File: src/oslf_pkg.sv
// Shared constants for the output, status and loss filter register bank
package oslf_pkg;

    localparam int unsigned ADDR_W = 7;
    localparam int unsigned DATA_W = 16;

    // Register offsets
    localparam logic [6:0] OFF_DRIVER_CFG   = 7'h04;
    localparam logic [6:0] OFF_QUIET_CTRL   = 7'h05;
    localparam logic [6:0] OFF_INPUT_STATUS = 7'h06;
    localparam logic [6:0] OFF_LOSS_DELAYS  = 7'h07;
    localparam logic [6:0] OFF_LOSS_CTRL    = 7'h08;

    // Field positions
    localparam int unsigned SWING_LSB       = 11;
    localparam int unsigned SWING_MSB       = 14;
    localparam int unsigned SWING_OVR_BIT   = 10;
    localparam int unsigned TAP_DELAY_BIT   = 9;
    localparam int unsigned STRENGTH_LSB    = 6;
    localparam int unsigned STRENGTH_MSB    = 8;
    localparam int unsigned EMPH_EN_BIT     = 1;
    localparam int unsigned POWERDOWN_BIT   = 2;
    localparam int unsigned AUTO_QUIET_BIT  = 1;
    localparam int unsigned MUTE_BIT        = 0;
    localparam int unsigned REACH_LSB       = 8;
    localparam int unsigned REACH_MSB       = 15;
    localparam int unsigned RATE_LSB        = 1;
    localparam int unsigned RATE_MSB        = 3;
    localparam int unsigned PRESENT_BIT     = 0;
    localparam int unsigned ASSERT_DLY_LSB  = 8;
    localparam int unsigned ASSERT_DLY_MSB  = 15;
    localparam int unsigned RELEASE_DLY_LSB = 0;
    localparam int unsigned RELEASE_DLY_MSB = 7;
    localparam int unsigned BYPASS_BIT      = 0;

    // Reset and fixed values
    localparam logic [3:0] SWING_RST       = 4'hb;
    localparam logic [3:0] SWING_DEFAULT   = 4'hb;
    localparam logic [7:0] ASSERT_DLY_RST  = 8'h02;
    localparam logic [7:0] RELEASE_DLY_RST = 8'h01;
    localparam logic [7:0] REACH_RST       = 8'h00;
    localparam logic [7:0] REACH_MAX       = 8'hef;
    localparam logic [2:0] RATE_RST        = 3'h1;
    localparam logic [2:0] RATE_MAX        = 3'h4;
    localparam logic [2:0] STRENGTH_OFF    = 3'h0;

    // Tap delay encodings: 0 selects 100 ps, 1 selects 200 ps
    localparam int unsigned TAP_SHORT_PS = 100;
    localparam int unsigned TAP_LONG_PS  = 200;

    // Loss filter step timing
    localparam int unsigned CLK_PERIOD_NS    = 8;
    localparam int unsigned ASSERT_STEP_NS   = 25900;
    localparam int unsigned RELEASE_STEP_NS  = 6600000;
    localparam int unsigned ASSERT_STEP_CYC  = ASSERT_STEP_NS / CLK_PERIOD_NS;
    localparam int unsigned RELEASE_STEP_CYC = RELEASE_STEP_NS / CLK_PERIOD_NS;
    localparam int unsigned PRESCALE_W       = 20;

    typedef enum logic [1:0] {
        ST_CLEAR,
        ST_ASSERT_WAIT,
        ST_LOST,
        ST_RELEASE_WAIT
    } oslf_state_e;

endpackage

File: src/oslf_sync.sv
// Two-flop synchroniser for detector levels
`timescale 1ns/100ps
module oslf_sync #(
    parameter int unsigned WIDTH = 2
) (
    input  wire logic             ref_clk_i,
    input  wire logic             srst_i,
    input  wire logic [WIDTH-1:0] async_i,
    output logic      [WIDTH-1:0] sync_o
);
    logic [WIDTH-1:0] meta_q;
    logic [WIDTH-1:0] sync_q;

    always_ff @(posedge ref_clk_i) begin
        if (srst_i) begin
            meta_q <= '0;
            sync_q <= '0;
        end else begin
            meta_q <= async_i;
            sync_q <= meta_q;
        end
    end

    assign sync_o = sync_q;
endmodule

File: src/oslf_step_timer.sv
// Step counter for the loss filter delays
`timescale 1ns/100ps
module oslf_step_timer #(
    parameter int unsigned RELEASE_STEP_CYC = oslf_pkg::RELEASE_STEP_CYC
) (
    input  wire logic       ref_clk_i,
    input  wire logic       srst_i,
    input  wire logic       run_i,
    input  wire logic       long_step_i,
    output logic      [7:0] steps_o
);
    localparam int unsigned PW = oslf_pkg::PRESCALE_W;
    localparam logic [PW-1:0] SHORT_LAST =
        PW'(oslf_pkg::ASSERT_STEP_CYC - 1);
    localparam logic [PW-1:0] LONG_LAST = PW'(RELEASE_STEP_CYC - 1);

    logic [PW-1:0] pre_q;
    logic [7:0]    steps_q;
    logic [PW-1:0] last;

    assign last = long_step_i ? LONG_LAST : SHORT_LAST;

    // Both counters restart whenever a wait is abandoned
    always_ff @(posedge ref_clk_i) begin
        if (srst_i || !run_i) begin
            pre_q   <= '0;
            steps_q <= 8'h00;
        end else if (pre_q >= last) begin
            pre_q <= '0;
            if (steps_q != 8'hff) begin
                steps_q <= steps_q + 8'h01;
            end
        end else begin
            pre_q <= pre_q + PW'(1);
        end
    end

    assign steps_o = steps_q;
endmodule

File: src/oslf_regs.sv
// Output driver, status and loss filter register bank with loss filter
`timescale 1ns/100ps
//
// Behaviour
// - Amplitude code drives the output swing only while override is set.
// - Without override the swing code is fixed at 0xB.
// - Tap delay bit picks 100 ps (0) or 200 ps (1) when enabled.
// - Emphasis strength applies only while emphasis is enabled.
// - Emphasis enable turns delay and strength on or off; resets 0.
// - Powerdown bit at 1 powers the output buffer down.
// - Auto-quiet mutes the output whenever carrier loss is asserted.
// - Mute holds both output halves static at opposite levels.
// - Cable reach estimate reads 8 bits, 2.5 m steps, up to EFh.
// - Rate code reads 000..100 by detected rate; resets to 001.
// - Signal present reads 1 while a qualified input is present.
// - Loss assert delay counts 25.9 us steps; resets to 02h.
// - Loss release delay counts 6.6 ms steps; resets to 01h.
// - Filter bypass at 1 disables the carrier loss filter.
// - Interrupt pin shows the filtered carrier loss.
module oslf_regs #(
    parameter int unsigned RELEASE_STEP_CYC = oslf_pkg::RELEASE_STEP_CYC
) (
    input  wire logic        ref_clk_i,
    input  wire logic        srst_i,
    // Register access port of the host interface
    input  wire logic [6:0]  reg_addr_i,
    input  wire logic        reg_wr_i,
    input  wire logic [15:0] reg_wdata_i,
    input  wire logic        reg_rd_i,
    output logic      [15:0] reg_rdata_o,
    output logic             reg_rvalid_o,
    // Detector inputs
    input  wire logic        raw_loss_i,
    input  wire logic        signal_present_i,
    input  wire logic [7:0]  cable_reach_i,
    input  wire logic [2:0]  rate_code_i,
    // Output stage controls
    output logic      [3:0]  swing_code_o,
    output logic             emph_en_o,
    output logic             emph_tap_delay_o,
    output logic      [2:0]  emph_strength_o,
    output logic             driver_powerdown_o,
    output logic             mute_o,
    output logic             carrier_loss_o,
    output logic             int_o
);

    // Stored register fields
    logic [3:0]  swing_q;
    logic        swing_ovr_q;
    logic        tap_delay_q;
    logic [2:0]  strength_q;
    logic        emph_en_q;
    logic        powerdown_q;
    logic        auto_quiet_q;
    logic        mute_q;
    logic [7:0]  assert_dly_q;
    logic [7:0]  release_dly_q;
    logic        bypass_q;

    // Captured status
    logic [7:0]  reach_q;
    logic [2:0]  rate_q;
    logic        present_q;

    // Read port
    logic [15:0] rdata_q;
    logic        rvalid_q;
    logic [15:0] rdata_d;

    // Synchronised detector levels
    logic [1:0]  det_sync;
    logic        loss_s;
    logic        present_s;

    // Loss filter
    oslf_pkg::oslf_state_e state_q;
    oslf_pkg::oslf_state_e state_d;
    logic        loss_q;
    logic        wait_run;
    logic [7:0]  steps;

    // Registered output stage
    logic [3:0]  swing_out_q;
    logic        emph_en_out_q;
    logic        tap_out_q;
    logic [2:0]  strength_out_q;
    logic        powerdown_out_q;
    logic        mute_out_q;

    function automatic logic wr_hit(
        input logic       wr,
        input logic [6:0] addr,
        input logic [6:0] off
    );
        return wr && (addr == off);
    endfunction

    function automatic logic filt_lost(input oslf_pkg::oslf_state_e st);
        return (st == oslf_pkg::ST_LOST) ||
               (st == oslf_pkg::ST_RELEASE_WAIT);
    endfunction

    // Loss and presence detectors are asynchronous to this clock
    oslf_sync #(
        .WIDTH (2)
    ) u_det_sync (
        .ref_clk_i (ref_clk_i),
        .srst_i    (srst_i),
        .async_i   ({raw_loss_i, signal_present_i}),
        .sync_o    (det_sync)
    );

    assign loss_s    = det_sync[1];
    assign present_s = det_sync[0];

    // Output driver configuration
    always_ff @(posedge ref_clk_i) begin
        if (srst_i) begin
            swing_q     <= oslf_pkg::SWING_RST;
            swing_ovr_q <= 1'b0;
            tap_delay_q <= 1'b0;
            strength_q  <= 3'h0;
            emph_en_q   <= 1'b0;
        end else if (wr_hit(reg_wr_i, reg_addr_i,
                            oslf_pkg::OFF_DRIVER_CFG)) begin
            swing_q <= reg_wdata_i[oslf_pkg::SWING_MSB:oslf_pkg::SWING_LSB];
            swing_ovr_q <= reg_wdata_i[oslf_pkg::SWING_OVR_BIT];
            tap_delay_q <= reg_wdata_i[oslf_pkg::TAP_DELAY_BIT];
            strength_q  <=
                reg_wdata_i[oslf_pkg::STRENGTH_MSB:oslf_pkg::STRENGTH_LSB];
            emph_en_q   <= reg_wdata_i[oslf_pkg::EMPH_EN_BIT];
        end
    end

    // Output disable and mute control
    always_ff @(posedge ref_clk_i) begin
        if (srst_i) begin
            powerdown_q  <= 1'b0;
            auto_quiet_q <= 1'b0;
            mute_q       <= 1'b0;
        end else if (wr_hit(reg_wr_i, reg_addr_i,
                            oslf_pkg::OFF_QUIET_CTRL)) begin
            powerdown_q  <= reg_wdata_i[oslf_pkg::POWERDOWN_BIT];
            auto_quiet_q <= reg_wdata_i[oslf_pkg::AUTO_QUIET_BIT];
            mute_q       <= reg_wdata_i[oslf_pkg::MUTE_BIT];
        end
    end

    // Loss filter delays
    always_ff @(posedge ref_clk_i) begin
        if (srst_i) begin
            assert_dly_q  <= oslf_pkg::ASSERT_DLY_RST;
            release_dly_q <= oslf_pkg::RELEASE_DLY_RST;
        end else if (wr_hit(reg_wr_i, reg_addr_i,
                            oslf_pkg::OFF_LOSS_DELAYS)) begin
            assert_dly_q  <=
                reg_wdata_i[oslf_pkg::ASSERT_DLY_MSB:oslf_pkg::ASSERT_DLY_LSB];
            release_dly_q <= reg_wdata_i[oslf_pkg::RELEASE_DLY_MSB:
                                         oslf_pkg::RELEASE_DLY_LSB];
        end
    end

    // Loss filter control
    always_ff @(posedge ref_clk_i) begin
        if (srst_i) begin
            bypass_q <= 1'b0;
        end else if (wr_hit(reg_wr_i, reg_addr_i,
                            oslf_pkg::OFF_LOSS_CTRL)) begin
            bypass_q <= reg_wdata_i[oslf_pkg::BYPASS_BIT];
        end
    end

    // Status capture; writes to the status offset land nowhere
    always_ff @(posedge ref_clk_i) begin
        if (srst_i) begin
            reach_q   <= oslf_pkg::REACH_RST;
            rate_q    <= oslf_pkg::RATE_RST;
            present_q <= 1'b0;
        end else begin
            // Estimates past the top of the scale read as the maximum
            if (cable_reach_i > oslf_pkg::REACH_MAX) begin
                reach_q <= oslf_pkg::REACH_MAX;
            end else begin
                reach_q <= cable_reach_i;
            end
            // Invalid rate codes keep the last valid reading
            if (rate_code_i <= oslf_pkg::RATE_MAX) begin
                rate_q <= rate_code_i;
            end
            present_q <= present_s;
        end
    end

    // Read data; only documented fields read back, the rest as zero
    always_comb begin
        rdata_d = 16'h0000;
        case (reg_addr_i)
            oslf_pkg::OFF_DRIVER_CFG: begin
                rdata_d[oslf_pkg::SWING_MSB:oslf_pkg::SWING_LSB] = swing_q;
                rdata_d[oslf_pkg::SWING_OVR_BIT] = swing_ovr_q;
                rdata_d[oslf_pkg::TAP_DELAY_BIT] = tap_delay_q;
                rdata_d[oslf_pkg::STRENGTH_MSB:oslf_pkg::STRENGTH_LSB] =
                    strength_q;
                rdata_d[oslf_pkg::EMPH_EN_BIT] = emph_en_q;
            end
            oslf_pkg::OFF_QUIET_CTRL: begin
                rdata_d[oslf_pkg::POWERDOWN_BIT]  = powerdown_q;
                rdata_d[oslf_pkg::AUTO_QUIET_BIT] = auto_quiet_q;
                rdata_d[oslf_pkg::MUTE_BIT]       = mute_q;
            end
            oslf_pkg::OFF_INPUT_STATUS: begin
                rdata_d[oslf_pkg::REACH_MSB:oslf_pkg::REACH_LSB] = reach_q;
                rdata_d[oslf_pkg::RATE_MSB:oslf_pkg::RATE_LSB] = rate_q;
                rdata_d[oslf_pkg::PRESENT_BIT] = present_q;
            end
            oslf_pkg::OFF_LOSS_DELAYS: begin
                rdata_d[oslf_pkg::ASSERT_DLY_MSB:oslf_pkg::ASSERT_DLY_LSB] =
                    assert_dly_q;
                rdata_d[oslf_pkg::RELEASE_DLY_MSB:oslf_pkg::RELEASE_DLY_LSB] =
                    release_dly_q;
            end
            oslf_pkg::OFF_LOSS_CTRL: begin
                rdata_d[oslf_pkg::BYPASS_BIT] = bypass_q;
            end
            default: begin
                rdata_d = 16'h0000;
            end
        endcase
    end

    always_ff @(posedge ref_clk_i) begin
        if (srst_i) begin
            rdata_q  <= 16'h0000;
            rvalid_q <= 1'b0;
        end else begin
            rvalid_q <= reg_rd_i;
            if (reg_rd_i) begin
                rdata_q <= rdata_d;
            end
        end
    end

    // Carrier loss filter
    always_comb begin
        state_d = state_q;
        if (bypass_q) begin
            // Raw loss passes straight through
            state_d = loss_s ? oslf_pkg::ST_LOST
                             : oslf_pkg::ST_CLEAR;
        end else begin
            case (state_q)
                oslf_pkg::ST_CLEAR: begin
                    if (loss_s) begin
                        state_d = oslf_pkg::ST_ASSERT_WAIT;
                    end
                end
                oslf_pkg::ST_ASSERT_WAIT: begin
                    if (!loss_s) begin
                        state_d = oslf_pkg::ST_CLEAR;
                    end else if (steps >= assert_dly_q) begin
                        state_d = oslf_pkg::ST_LOST;
                    end
                end
                oslf_pkg::ST_LOST: begin
                    if (!loss_s) begin
                        state_d = oslf_pkg::ST_RELEASE_WAIT;
                    end
                end
                oslf_pkg::ST_RELEASE_WAIT: begin
                    if (loss_s) begin
                        state_d = oslf_pkg::ST_LOST;
                    end else if (steps >= release_dly_q) begin
                        state_d = oslf_pkg::ST_CLEAR;
                    end
                end
                default: begin
                    state_d = oslf_pkg::ST_CLEAR;
                end
            endcase
        end
    end

    always_ff @(posedge ref_clk_i) begin
        if (srst_i) begin
            state_q <= oslf_pkg::ST_CLEAR;
            loss_q  <= 1'b0;
        end else begin
            state_q <= state_d;
            loss_q  <= filt_lost(state_d);
        end
    end

    assign wait_run = !bypass_q &&
                      ((state_q == oslf_pkg::ST_ASSERT_WAIT) ||
                       (state_q == oslf_pkg::ST_RELEASE_WAIT));

    oslf_step_timer #(
        .RELEASE_STEP_CYC (RELEASE_STEP_CYC)
    ) u_step_timer (
        .ref_clk_i   (ref_clk_i),
        .srst_i      (srst_i),
        .run_i       (wait_run),
        .long_step_i (state_q == oslf_pkg::ST_RELEASE_WAIT),
        .steps_o     (steps)
    );

    // Output stage settings
    always_ff @(posedge ref_clk_i) begin
        if (srst_i) begin
            swing_out_q     <= oslf_pkg::SWING_DEFAULT;
            emph_en_out_q   <= 1'b0;
            tap_out_q       <= 1'b0;
            strength_out_q  <= oslf_pkg::STRENGTH_OFF;
            powerdown_out_q <= 1'b0;
            mute_out_q      <= 1'b0;
        end else begin
            if (swing_ovr_q) begin
                swing_out_q <= swing_q;
            end else begin
                swing_out_q <= oslf_pkg::SWING_DEFAULT;
            end
            emph_en_out_q <= emph_en_q;
            // Delay and strength are forced off while emphasis is off
            tap_out_q <= emph_en_q & tap_delay_q;
            strength_out_q <= emph_en_q ? strength_q
                                        : oslf_pkg::STRENGTH_OFF;
            powerdown_out_q <= powerdown_q;
            mute_out_q <= mute_q | (auto_quiet_q & loss_q);
        end
    end

    assign reg_rdata_o        = rdata_q;
    assign reg_rvalid_o       = rvalid_q;
    assign swing_code_o       = swing_out_q;
    assign emph_en_o          = emph_en_out_q;
    assign emph_tap_delay_o   = tap_out_q;
    assign emph_strength_o    = strength_out_q;
    assign driver_powerdown_o = powerdown_out_q;
    assign mute_o             = mute_out_q;
    assign carrier_loss_o     = loss_q;
    assign int_o              = loss_q;

endmodule

File: config.mk
export PLATFORM = sky130hd
export DESIGN_NAME = oslf_regs
export DESIGN_NICKNAME = d
export VERILOG_FILES = /design/src/oslf_pkg.sv /design/src/oslf_sync.sv /design/src/oslf_step_timer.sv /design/src/oslf_regs.sv
export SDC_FILE = /design/constraint.sdc
export NUM_CORES = 1
export LEC_CHECK = 0
export BUFFER_PORTS_ARGS = -buffer_cell sky130_fd_sc_hd__buf_2
export CAP_MARGIN = 20
export CORE_MARGIN = 1
export CORE_UTILIZATION = 55
export DETAILED_ROUTE_END_ITERATION = 8
export PLACE_DENSITY_LB_ADDON = 0.1
export SYNTH_ARGS = -nofsm -noshare
export SYNTH_HDL_FRONTEND = slang
export SYNTH_SLANG_ARGS = --single-unit
File: constraint.sdc
create_clock -name ref_clk_i -period 3.65 [get_ports ref_clk_i]
set_input_delay 0.73 -clock ref_clk_i [delete_from_list [all_inputs] [get_ports ref_clk_i]]
set_output_delay 0.73 -clock ref_clk_i [all_outputs]
set_load 0.05 [all_outputs]
; Yosys cells after proc, flatten, opt, wreduce, memory -nomap -nowiden
; Index checks and enable logic that the tools add are counted.
[op_classes]
magnitude_cmp = 5
bitwise_logic = 5
n_addsub = 2
muxes = 19
eq_ne = 11
reduce_logical = 16
[ops]
columns = cell, n
row1 = "== test 7 x 3 -> 1 bit, second input constant", 4
row2 = case mux 7 bit (3 select lines), 1
row3 = "adder 20 x 1 -> 20 bit, second input constant", 1
row4 = greater-or-equal comparator 20 bit, 1
row5 = 2-to-1 mux 20 bit, 1
row6 = 2-to-1 mux 2 bit, 9
row7 = greater-or-equal comparator 8 bit, 2
row8 = "adder 8 x 1 -> 8 bit, second input constant", 1
row9 = "== test 2 bit, second input constant", 4
row10 = "greater-than comparator 8 bit, second input constant", 1
row11 = 2-to-1 mux 8 bit, 1
row12 = "inequality test 8 bit, second input constant", 1
row13 = case mux 1 bit (4 select lines), 2
row14 = case mux 2 bit (4 select lines), 1
row15 = OR reduction 2 bit, 4
row16 = "== test 7 x 4 -> 1 bit, second input constant", 1
row17 = logical AND 1 bit, 5
row18 = case mux 1 bit (2 select lines), 2
row19 = case mux 2 bit (2 select lines), 1
row20 = "<= comparator 3 bit, second input constant", 1
row21 = logical OR 1 bit, 3
row22 = case mux 1 bit (3 select lines), 1
row23 = bitwise AND 1 bit, 2
row24 = "== test 2 x 1 -> 1 bit, second input constant", 1
row25 = 5 further kinds, 7
[word_totals]
out_inout_bits = 30
register_bits = 105
word_cells = 87
inputBits = 40

; Depth between registers and ports, before layout
; Gate-level depths: netlist of the first run.
[depth]
ltp_word = 7
mapped_depth = 10

; By module
; From an unflattened synthesis of the first run, not the netlist that was laid out.
[hier_totals]
hier_cells = 526
area_unflattened_um2 = 4789.6
[by_module_without_submodules]
columns = mod, area_each_um2, instances, cells_per_inst
row1 = oslf_regs, 3194.3, 1, 348
row2 = oslf_step_timer, 1490.2, 1, 170
row3 = oslf_sync, 105.1, 1, 8

; Least setup slack after synthesis of the first run
; Ideal clock, no wire load.
[synth_path]
path_kind = reg2reg
from = reg state_q[0]
to = reg u_step_timer.steps_q[5], in the netlist u_step_timer.steps_o[5]
t_required_ps = 3579
stages_incl_launch_ff = 9
t_arrival_ps = 2131
setup_time_ps = 71
path_buffers = 0
slack_ps = 1448
path_cell_list = dfxtp_1 > nand2_1 > ha_1 > and4bb_1 > nand4_1 > a31oi_1 > nand2_2 > or4_1 > a21oi_1
[synth_between]
elab_chain_cells = 5
[synth_lines]
columns = element, line
row1 = start: declaration, oslf_regs.sv:77  ; oslf_pkg::oslf_state_e state_q;
row2 = start signal: assignment, oslf_regs.sv:286  ; state_q <= oslf_pkg::ST_CLEAR;
row3 = start signal: assignment, oslf_regs.sv:289  ; state_q <= state_d;
row4 = "parallel branches: the longest is 5 deep, another holds greater-or-equal comparator 20 bit", -
row5 = end signal: assignment, oslf_step_timer.sv:31  ; steps_q <= steps_q + 8'h01;
row6 = end: declaration, oslf_step_timer.sv:18  ; logic [7:0] steps_q;
; Several ways; the timed one is not identified.
; A chain may end at the register's enable or synchronous reset.

; Worst setup path in the final report of the first run
; Same ends and word-level chain as after synthesis.

==> impl_metrics.env, run 1 <==
export IMPL_dp_cells=692
export IMPL_finalSetupViolCount=0
export IMPL_p_per_area_nw_per_um2=354
export IMPL_clkLatencyLatePin_ns=0.38
export IMPL_syn_area_per_cell_um2=9.12
export IMPL_grt_use_total=0.233
export IMPL_worstPathCellList="nand2_1 > ha_1 > and4bb_1 > nand4_1 > a31oi_1 > nand2_2 > or4_1 > a21oi_1"
export IMPL_fp_row_count=34
export IMPL_wl_um=10400
export IMPL_initial_core_util=0.568
export IMPL_grt_pass1_vias=3747
export IMPL_dieHeight_um=96.6
export IMPL_final_cell_mix="105 x dfxtp_1, 69 x buf_2, 46 x a21oi_1"
export IMPL_wl_met3_um=457
export IMPL_die_w_um=96.6
export IMPL_crit_family="simple AND/OR/NAND/NOR gates"
export IMPL_max_cap_violations=0
export IMPL_ant_nets=0
export IMPL_critPathMaxStageDelay_ns=0.49
export IMPL_finalPower_mw=1.93
export IMPL_grt_first_pass_wirelength_um=17800
export IMPL_maxSlewHeadroom=0.544
export IMPL_hold_path_depth=1
export IMPL_clock_path_buffers=2
export IMPL_cts_buffers=9
export IMPL_fin_cells=708
export IMPL_h_tree_depth=3
export IMPL_highest_layer="met4"
export IMPL_status="finished clean"
export IMPL_worst_path_buf_inv=0
export IMPL_worst_pin_slew_ns=0.683
export IMPL_hold_buffers=0
export IMPL_finalCritPeriodShare=0.697
export IMPL_crit_slowest_cell="or4_1"
export IMPL_final_common_cell="dfxtp_1"
export IMPL_synth_edf_count=0
export IMPL_overflow=0
export IMPL_cp_data_required_time_ns=3.95
export IMPL_min_period_ns=2.54
export IMPL_place_gp_congestion=0.826
export IMPL_wl_met2_um=5140
export IMPL_rrSetupSlack_ns=1.11
export IMPL_dpl_cell_area_um2=5280
export IMPL_wl_per_cell_um=14.6
export IMPL_seq_area_frac_synth=0.427
export IMPL_crit_path_max_fanout=10
export IMPL_post_cts_resized=0
export IMPL_r2r_start="state_q[0]"
export IMPL_die_area_um2=9340
export IMPL_arrival_ns=2.84
export IMPL_port_buffers=69
export IMPL_fin_worst_skew_ns=0.0186
export IMPL_utilization=0.628
export IMPL_drt_iter0_drc=114
export IMPL_async_reset_ff_frac=0
export IMPL_rsz0062_at_grt="false"
export IMPL_core_area_um2=8680
export IMPL_timing_fmax_mhz=393
export IMPL_drtPass1Iterations=4
export IMPL_antenna_found_initial=0
export IMPL_path_class="register to register"
export IMPL_ys_flop_type="dfxtp_1"
export IMPL_synth_area_um2=4930
export IMPL_fin_area_um2=5450
export IMPL_nNetsFinal=661
export IMPL_clock_sinks=105
export IMPL_hold_class="register to register"
export IMPL_rr_worst_depth=8
export IMPL_cts_clk_slew_worst_paths_ns=0.09
export IMPL_syn_inst=540
export IMPL_cts_tree="done"
export IMPL_vias=3897
export IMPL_via_per_inst=5.50
export IMPL_cts_root_buf="clkbuf_8"
export IMPL_r2r_end="u_step_timer.steps_o[5]"
export IMPL_syn_nets=606
export IMPL_hp_start="u_det_sync.meta_q[1]"
export IMPL_leakage_nw=2.20
export IMPL_startpoint_type="register"
export IMPL_ios=70
export IMPL_min_to="u_det_sync.sync_o[1]"
export IMPL_hold_viol=0
export IMPL_dp_hpwl_um=7500
export IMPL_m1WireLength_um=4560
export IMPL_synth_distinct_cells=60
export IMPL_grt_max_degree=70
export IMPL_layout_drive_gt1_share=0.197
export IMPL_slew_violations=0
export IMPL_setup_tns_ns=0
export IMPL_area_growth_pct=10.7
export IMPL_diodes=0
export IMPL_drc=0
export IMPL_critical_path_endpoint_type="register"
export IMPL_ys_seq_elements=105
export IMPL_cts_setup_buffers=0
export IMPL_ys_warn_count=0
export IMPL_ir_drop_v=0.000219
[how the worst max path moves through the flow]
stage	from	to	slack [ns]	cells past startpoint
6_report	state_q[0]	u_step_timer.steps_o[5]	1.11	8
4_1_cts	state_q[0]	u_step_timer.steps_o[5]	1.13	8
5_1_grt	state_q[0]	u_step_timer.steps_o[5]	0.88	8
3_5_place_dp	reg_addr_i[5]	swing_q[1]	1.08	5
3_3_place_gp	reg_addr_i[5]	swing_q[1]	1.11	5
2_1_floorplan	state_q[0]	u_step_timer.steps_o[5]	1.45	8
[layout make-up]
type,count,area (um2)
fillers,789,3220
multi-input cells,379,2570
flip-flops and latches,105,2100
repair buffers,71,360
well taps,108,135
clock buffers,10,128
inverters,29,109
clock inverters,6,51.3
[layer usage]
layer / vias to the layer above / track usage
met5: - / 0
met4: 0 / 0.0884
met3: 21 / 0.0455
met2: 94 / 0.400
met1: 1828 / 0.288
li1: 1954 / -
[synthesized netlist by cell type, types with 11 or more instances]
library cell / number / area, um2
clkbuf_1: 14 / 52.6
ha_1: 26 / 325
nor2b_1: 23 / 144
dfxtp_1: 105 / 2100
nand3_1: 39 / 195
nor2_1: 39 / 146
nand2b_1: 14 / 87.6
a21oi_1: 46 / 230
mux2i_1: 18 / 180
o21ai_0: 13 / 65.1
nor2_4: 17 / 191
inv_1: 29 / 109
nand2_1: 38 / 143
xor2_1: 11 / 96.3
[cells by family (layout without fill, tap and decap cells)]
group / after synthesis / after routing / synth area share
AND/OR/NAND/NOR: 218 / 218 / 0.254
adder cells (fa/ha/maj): 26 / 26 / 0.0660
flip-flops: 105 / 105 / 0.427
buffers and inverters: 56 / 116 / 0.0518
multiplexers: 23 / 23 / 0.0503
AO/OA/AOI/OAI: 92 / 92 / 0.115
XOR/XNOR: 20 / 20 / 0.0356
[through the flow]
| stage | worst slack (ns) | hold WS, ns |
|---|---|---|
| detailed placement | 1.08 | 0.437 |
| global placement | 1.11 | 0.427 |
| CTS | 1.13 | 0.457 |
| floorplan | 1.45 | 0.414 |
| global route | 0.884 | 0.469 |
| finish | 1.11 | 0.447 |
[registers in the layout, indices dropped and copies added (netlist names), 2 cells and up]
| register | count |
|---|---|
| reach_q | 8 |
| strength_q | 3 |
| state_q | 2 |
| swing_code_o | 4 |
| swing_q | 4 |
| u_step_timer.pre_q | 20 |
| rate_q | 3 |
| assert_dly_q | 8 |
| reg_rdata_o | 16 |
| release_dly_q | 8 |
| emph_strength_o | 3 |
| u_det_sync.sync_o | 2 |
| u_step_timer.steps_o | 8 |
| u_det_sync.meta_q | 2 |
[worst register-to-register path, delay by kind of cell (launching register included)]
family	cells	cell delay (ns)
simple gates	5	1.26
flops	1	0.43
fa+ha+maj	1	0.40
compound gates	2	0.40
[power breakdown]
part | total, mW | leakage, nW | internal, mW | switching, mW
logic | 0.0977 | 1.26 | 0.0375 | 0.0602
clock network | 0.670 | 0.0927 | 0.258 | 0.412
registers | 1.16 | 0.850 | 1.16 | 0.00505
total | 1.93 | 2.20 | 1.45 | 0.477
No activity file was read; power rests on OpenSTA's default activity.
==> inputs of run 2 (changes only) <==
--- a/config.mk
+++ b/config.mk
@@ -8,7 +8,7 @@
 export BUFFER_PORTS_ARGS = -buffer_cell sky130_fd_sc_hd__buf_2
 export CAP_MARGIN = 20
 export CORE_MARGIN = 1
-export CORE_UTILIZATION = 55
+export CORE_UTILIZATION = 52
 export DETAILED_ROUTE_END_ITERATION = 8
 export PLACE_DENSITY_LB_ADDON = 0.1
 export SYNTH_ARGS = -nofsm -noshare
==> constraint.sdc (replaced) <==
create_clock -name ref_clk_i -period 2.15 [get_ports ref_clk_i]
set_input_delay 0.43 -clock ref_clk_i [delete_from_list [all_inputs] [get_ports ref_clk_i]]
set_output_delay 0.43 -clock ref_clk_i [all_outputs]
set_load 0.05 [all_outputs]
==> run 2 against run 1 <==
The run now ends with negative setup slack left. Register-to-register slack worse by 1.1 ns. Final area up 5.5%. Count of clock-buffer cells in the layout down 1. Critical path type unchanged. Critical endpoint unchanged. Highest routed layer unchanged.
==> impl_metrics.env, run 2 (synthesis gave the netlist of run 1 again) <==
export IMPL_cts_root_buf="clkbuf_8"
export IMPL_pre_cts_ws_ns=-0.0753
export IMPL_dp_cells=708
export IMPL_clock_path_buffers=2
export IMPL_crit_family="simple AND/OR/NAND/NOR gates"
export IMPL_fin_area_um2=5750
export IMPL_place_gp_congestion=0.831
export IMPL_worst_pin_slew_ns=0.574
export IMPL_cts_buffers=9
export IMPL_utilization=0.626
export IMPL_grt_pass1_vias=3899
export IMPL_crit_slowest_cell="or4_1"
export IMPL_crit_path_max_fanout=7
export IMPL_dpl_cell_area_um2=5380
export IMPL_path_class="register to register"
export IMPL_cts_tree="done"
export IMPL_violations="negative setup slack"
export IMPL_final_cell_mix="102 x dfxtp_1, 69 x buf_2, 46 x a21oi_1"
export IMPL_timing_fmax_mhz=460
export IMPL_startpoint_type="register"
export IMPL_initial_core_util=0.536
export IMPL_final_common_cell="dfxtp_1"
export IMPL_port_buffers=69
export IMPL_rsz0062_at_grt="true"
export IMPL_core_area_um2=9200
export IMPL_worst_slack_ns=-0.0243
export IMPL_h_tree_depth=3
export IMPL_grt_max_degree=39
export IMPL_ios=70
export IMPL_largest_register="u_step_timer.pre_q"
export IMPL_hold_class="input port to register"
export IMPL_vias=3989
export IMPL_overflow=0
export IMPL_diodes=0
export IMPL_wl_per_cell_um=14.9
export IMPL_critical_path_endpoint_type="register"
export IMPL_critical_path_depth=8
export IMPL_grt_first_pass_wirelength_um=18200
export IMPL_finalPower_mw=3.29
export IMPL_hold_buffers=0
export IMPL_worst_path_buf_inv=0
export IMPL_rr_worst_depth=8
export IMPL_fp_row_count=35
export IMPL_worstPathCellList="nand2_8 > ha_4 > and4bb_1 > nand4_1 > a31oi_4 > nand2_4 > or4_1 > a21oi_1"
export IMPL_drt_iter0_drc=113
export IMPL_finalSetupViolCount=1
export IMPL_setup_tns_ns=-0.0243
export IMPL_dieHeight_um=99.3
export IMPL_grt_use_total=0.233
export IMPL_antenna_found_initial=0
export IMPL_min_period_ns=2.17
export IMPL_critPathMaxStageDelay_ns=0.47
export IMPL_ir_drop_v=0.000375
export IMPL_layout_drive_gt1_share=0.250
export IMPL_via_per_inst=5.46
export IMPL_nNetsFinal=681
export IMPL_cts_clk_slew_worst_paths_ns=0.11
export IMPL_drtPass1Iterations=4
export IMPL_fin_worst_skew_ns=0.0149
export IMPL_cp_data_required_time_ns=2.44
export IMPL_fin_cells=730
export IMPL_arrival_ns=2.46
export IMPL_hold_path_depth=2
export IMPL_die_w_um=99.3
export IMPL_max_cap_violations=0
export IMPL_slew_violations=0
export IMPL_ant_nets=0
export IMPL_maxSlewHeadroom=0.617
export IMPL_dp_hpwl_um=7850
export IMPL_leakage_nw=2.31
export IMPL_whs_ns=0.255
export IMPL_status="complete, but fails checks"
export IMPL_die_area_um2=9870
export IMPL_largest_register_ffs=20
export IMPL_r2r_start="state_q[1]"
export IMPL_startpoint="state_q[1]"
export IMPL_wl_um=10900
export IMPL_drc=0
export IMPL_finalCritPeriodShare=1.01
export IMPL_hold_viol=0
export IMPL_p_per_area_nw_per_um2=572
export IMPL_hp_start="signal_present_i"
export IMPL_clkLatencyLatePin_ns=0.37
export IMPL_area_growth_pct=16.8
export IMPL_clock_sinks=105
run 2: report_power, final:
part	internal (mW)	total, mW	switching [mW]
Combinational	0.0714	0.176	0.105
Clock	0.434	1.14	0.708
Sequential	1.96	1.97	0.00855
Total	2.47	3.29	0.822
run 2: worst register-to-register path, cell delays in order, from the launching register on:
cell and delay [ns]:
dfxtp_4 0.39, nand2_8 0.09, ha_4 0.29, and4bb_1 0.19
nand4_1 0.18, a31oi_4 0.23, nand2_4 0.10, or4_1 0.48
a21oi_1 0.15
run 2: what timing repair did:
item | in CTS | in global routing
cloned | 1 | 0
pin swaps | 5 | 12
resized for setup | 6 | 23
endpoints found under the setup margin | 23 | 29
buffers inserted | 3 | 3
run 2: final cells by class:
class,count,area [um2]
Multi-Input combinational cell,380,2710
Tap cell,111,139
Clock buffer,9,124
Sequential cell,105,2110
Clock inverter,6,51.3
Fill cell,828,3440
Inverter,29,111
Timing Repair Buffer,90,510
run 2: path summary, 6_finish.rpt:
check                                 end  slack (ns)
setup reg to reg  u_step_timer.steps_o[5]       -0.02
hold / removal       u_det_sync.meta_q[0]        0.25
hold reg to reg                 present_q        0.45
setup / recovery  u_step_timer.steps_o[5]       -0.02
run 2: per-layer routing:
| layer | share of wire | GRT usage |
|---|---|---|
| met5 | 0 | 0 |
| met1 | 0.45 | 0.282 |
| met2 | 0.49 | 0.403 |
| met4 | 0.026 | 0.0916 |
| met3 | 0.032 | 0.0520 |
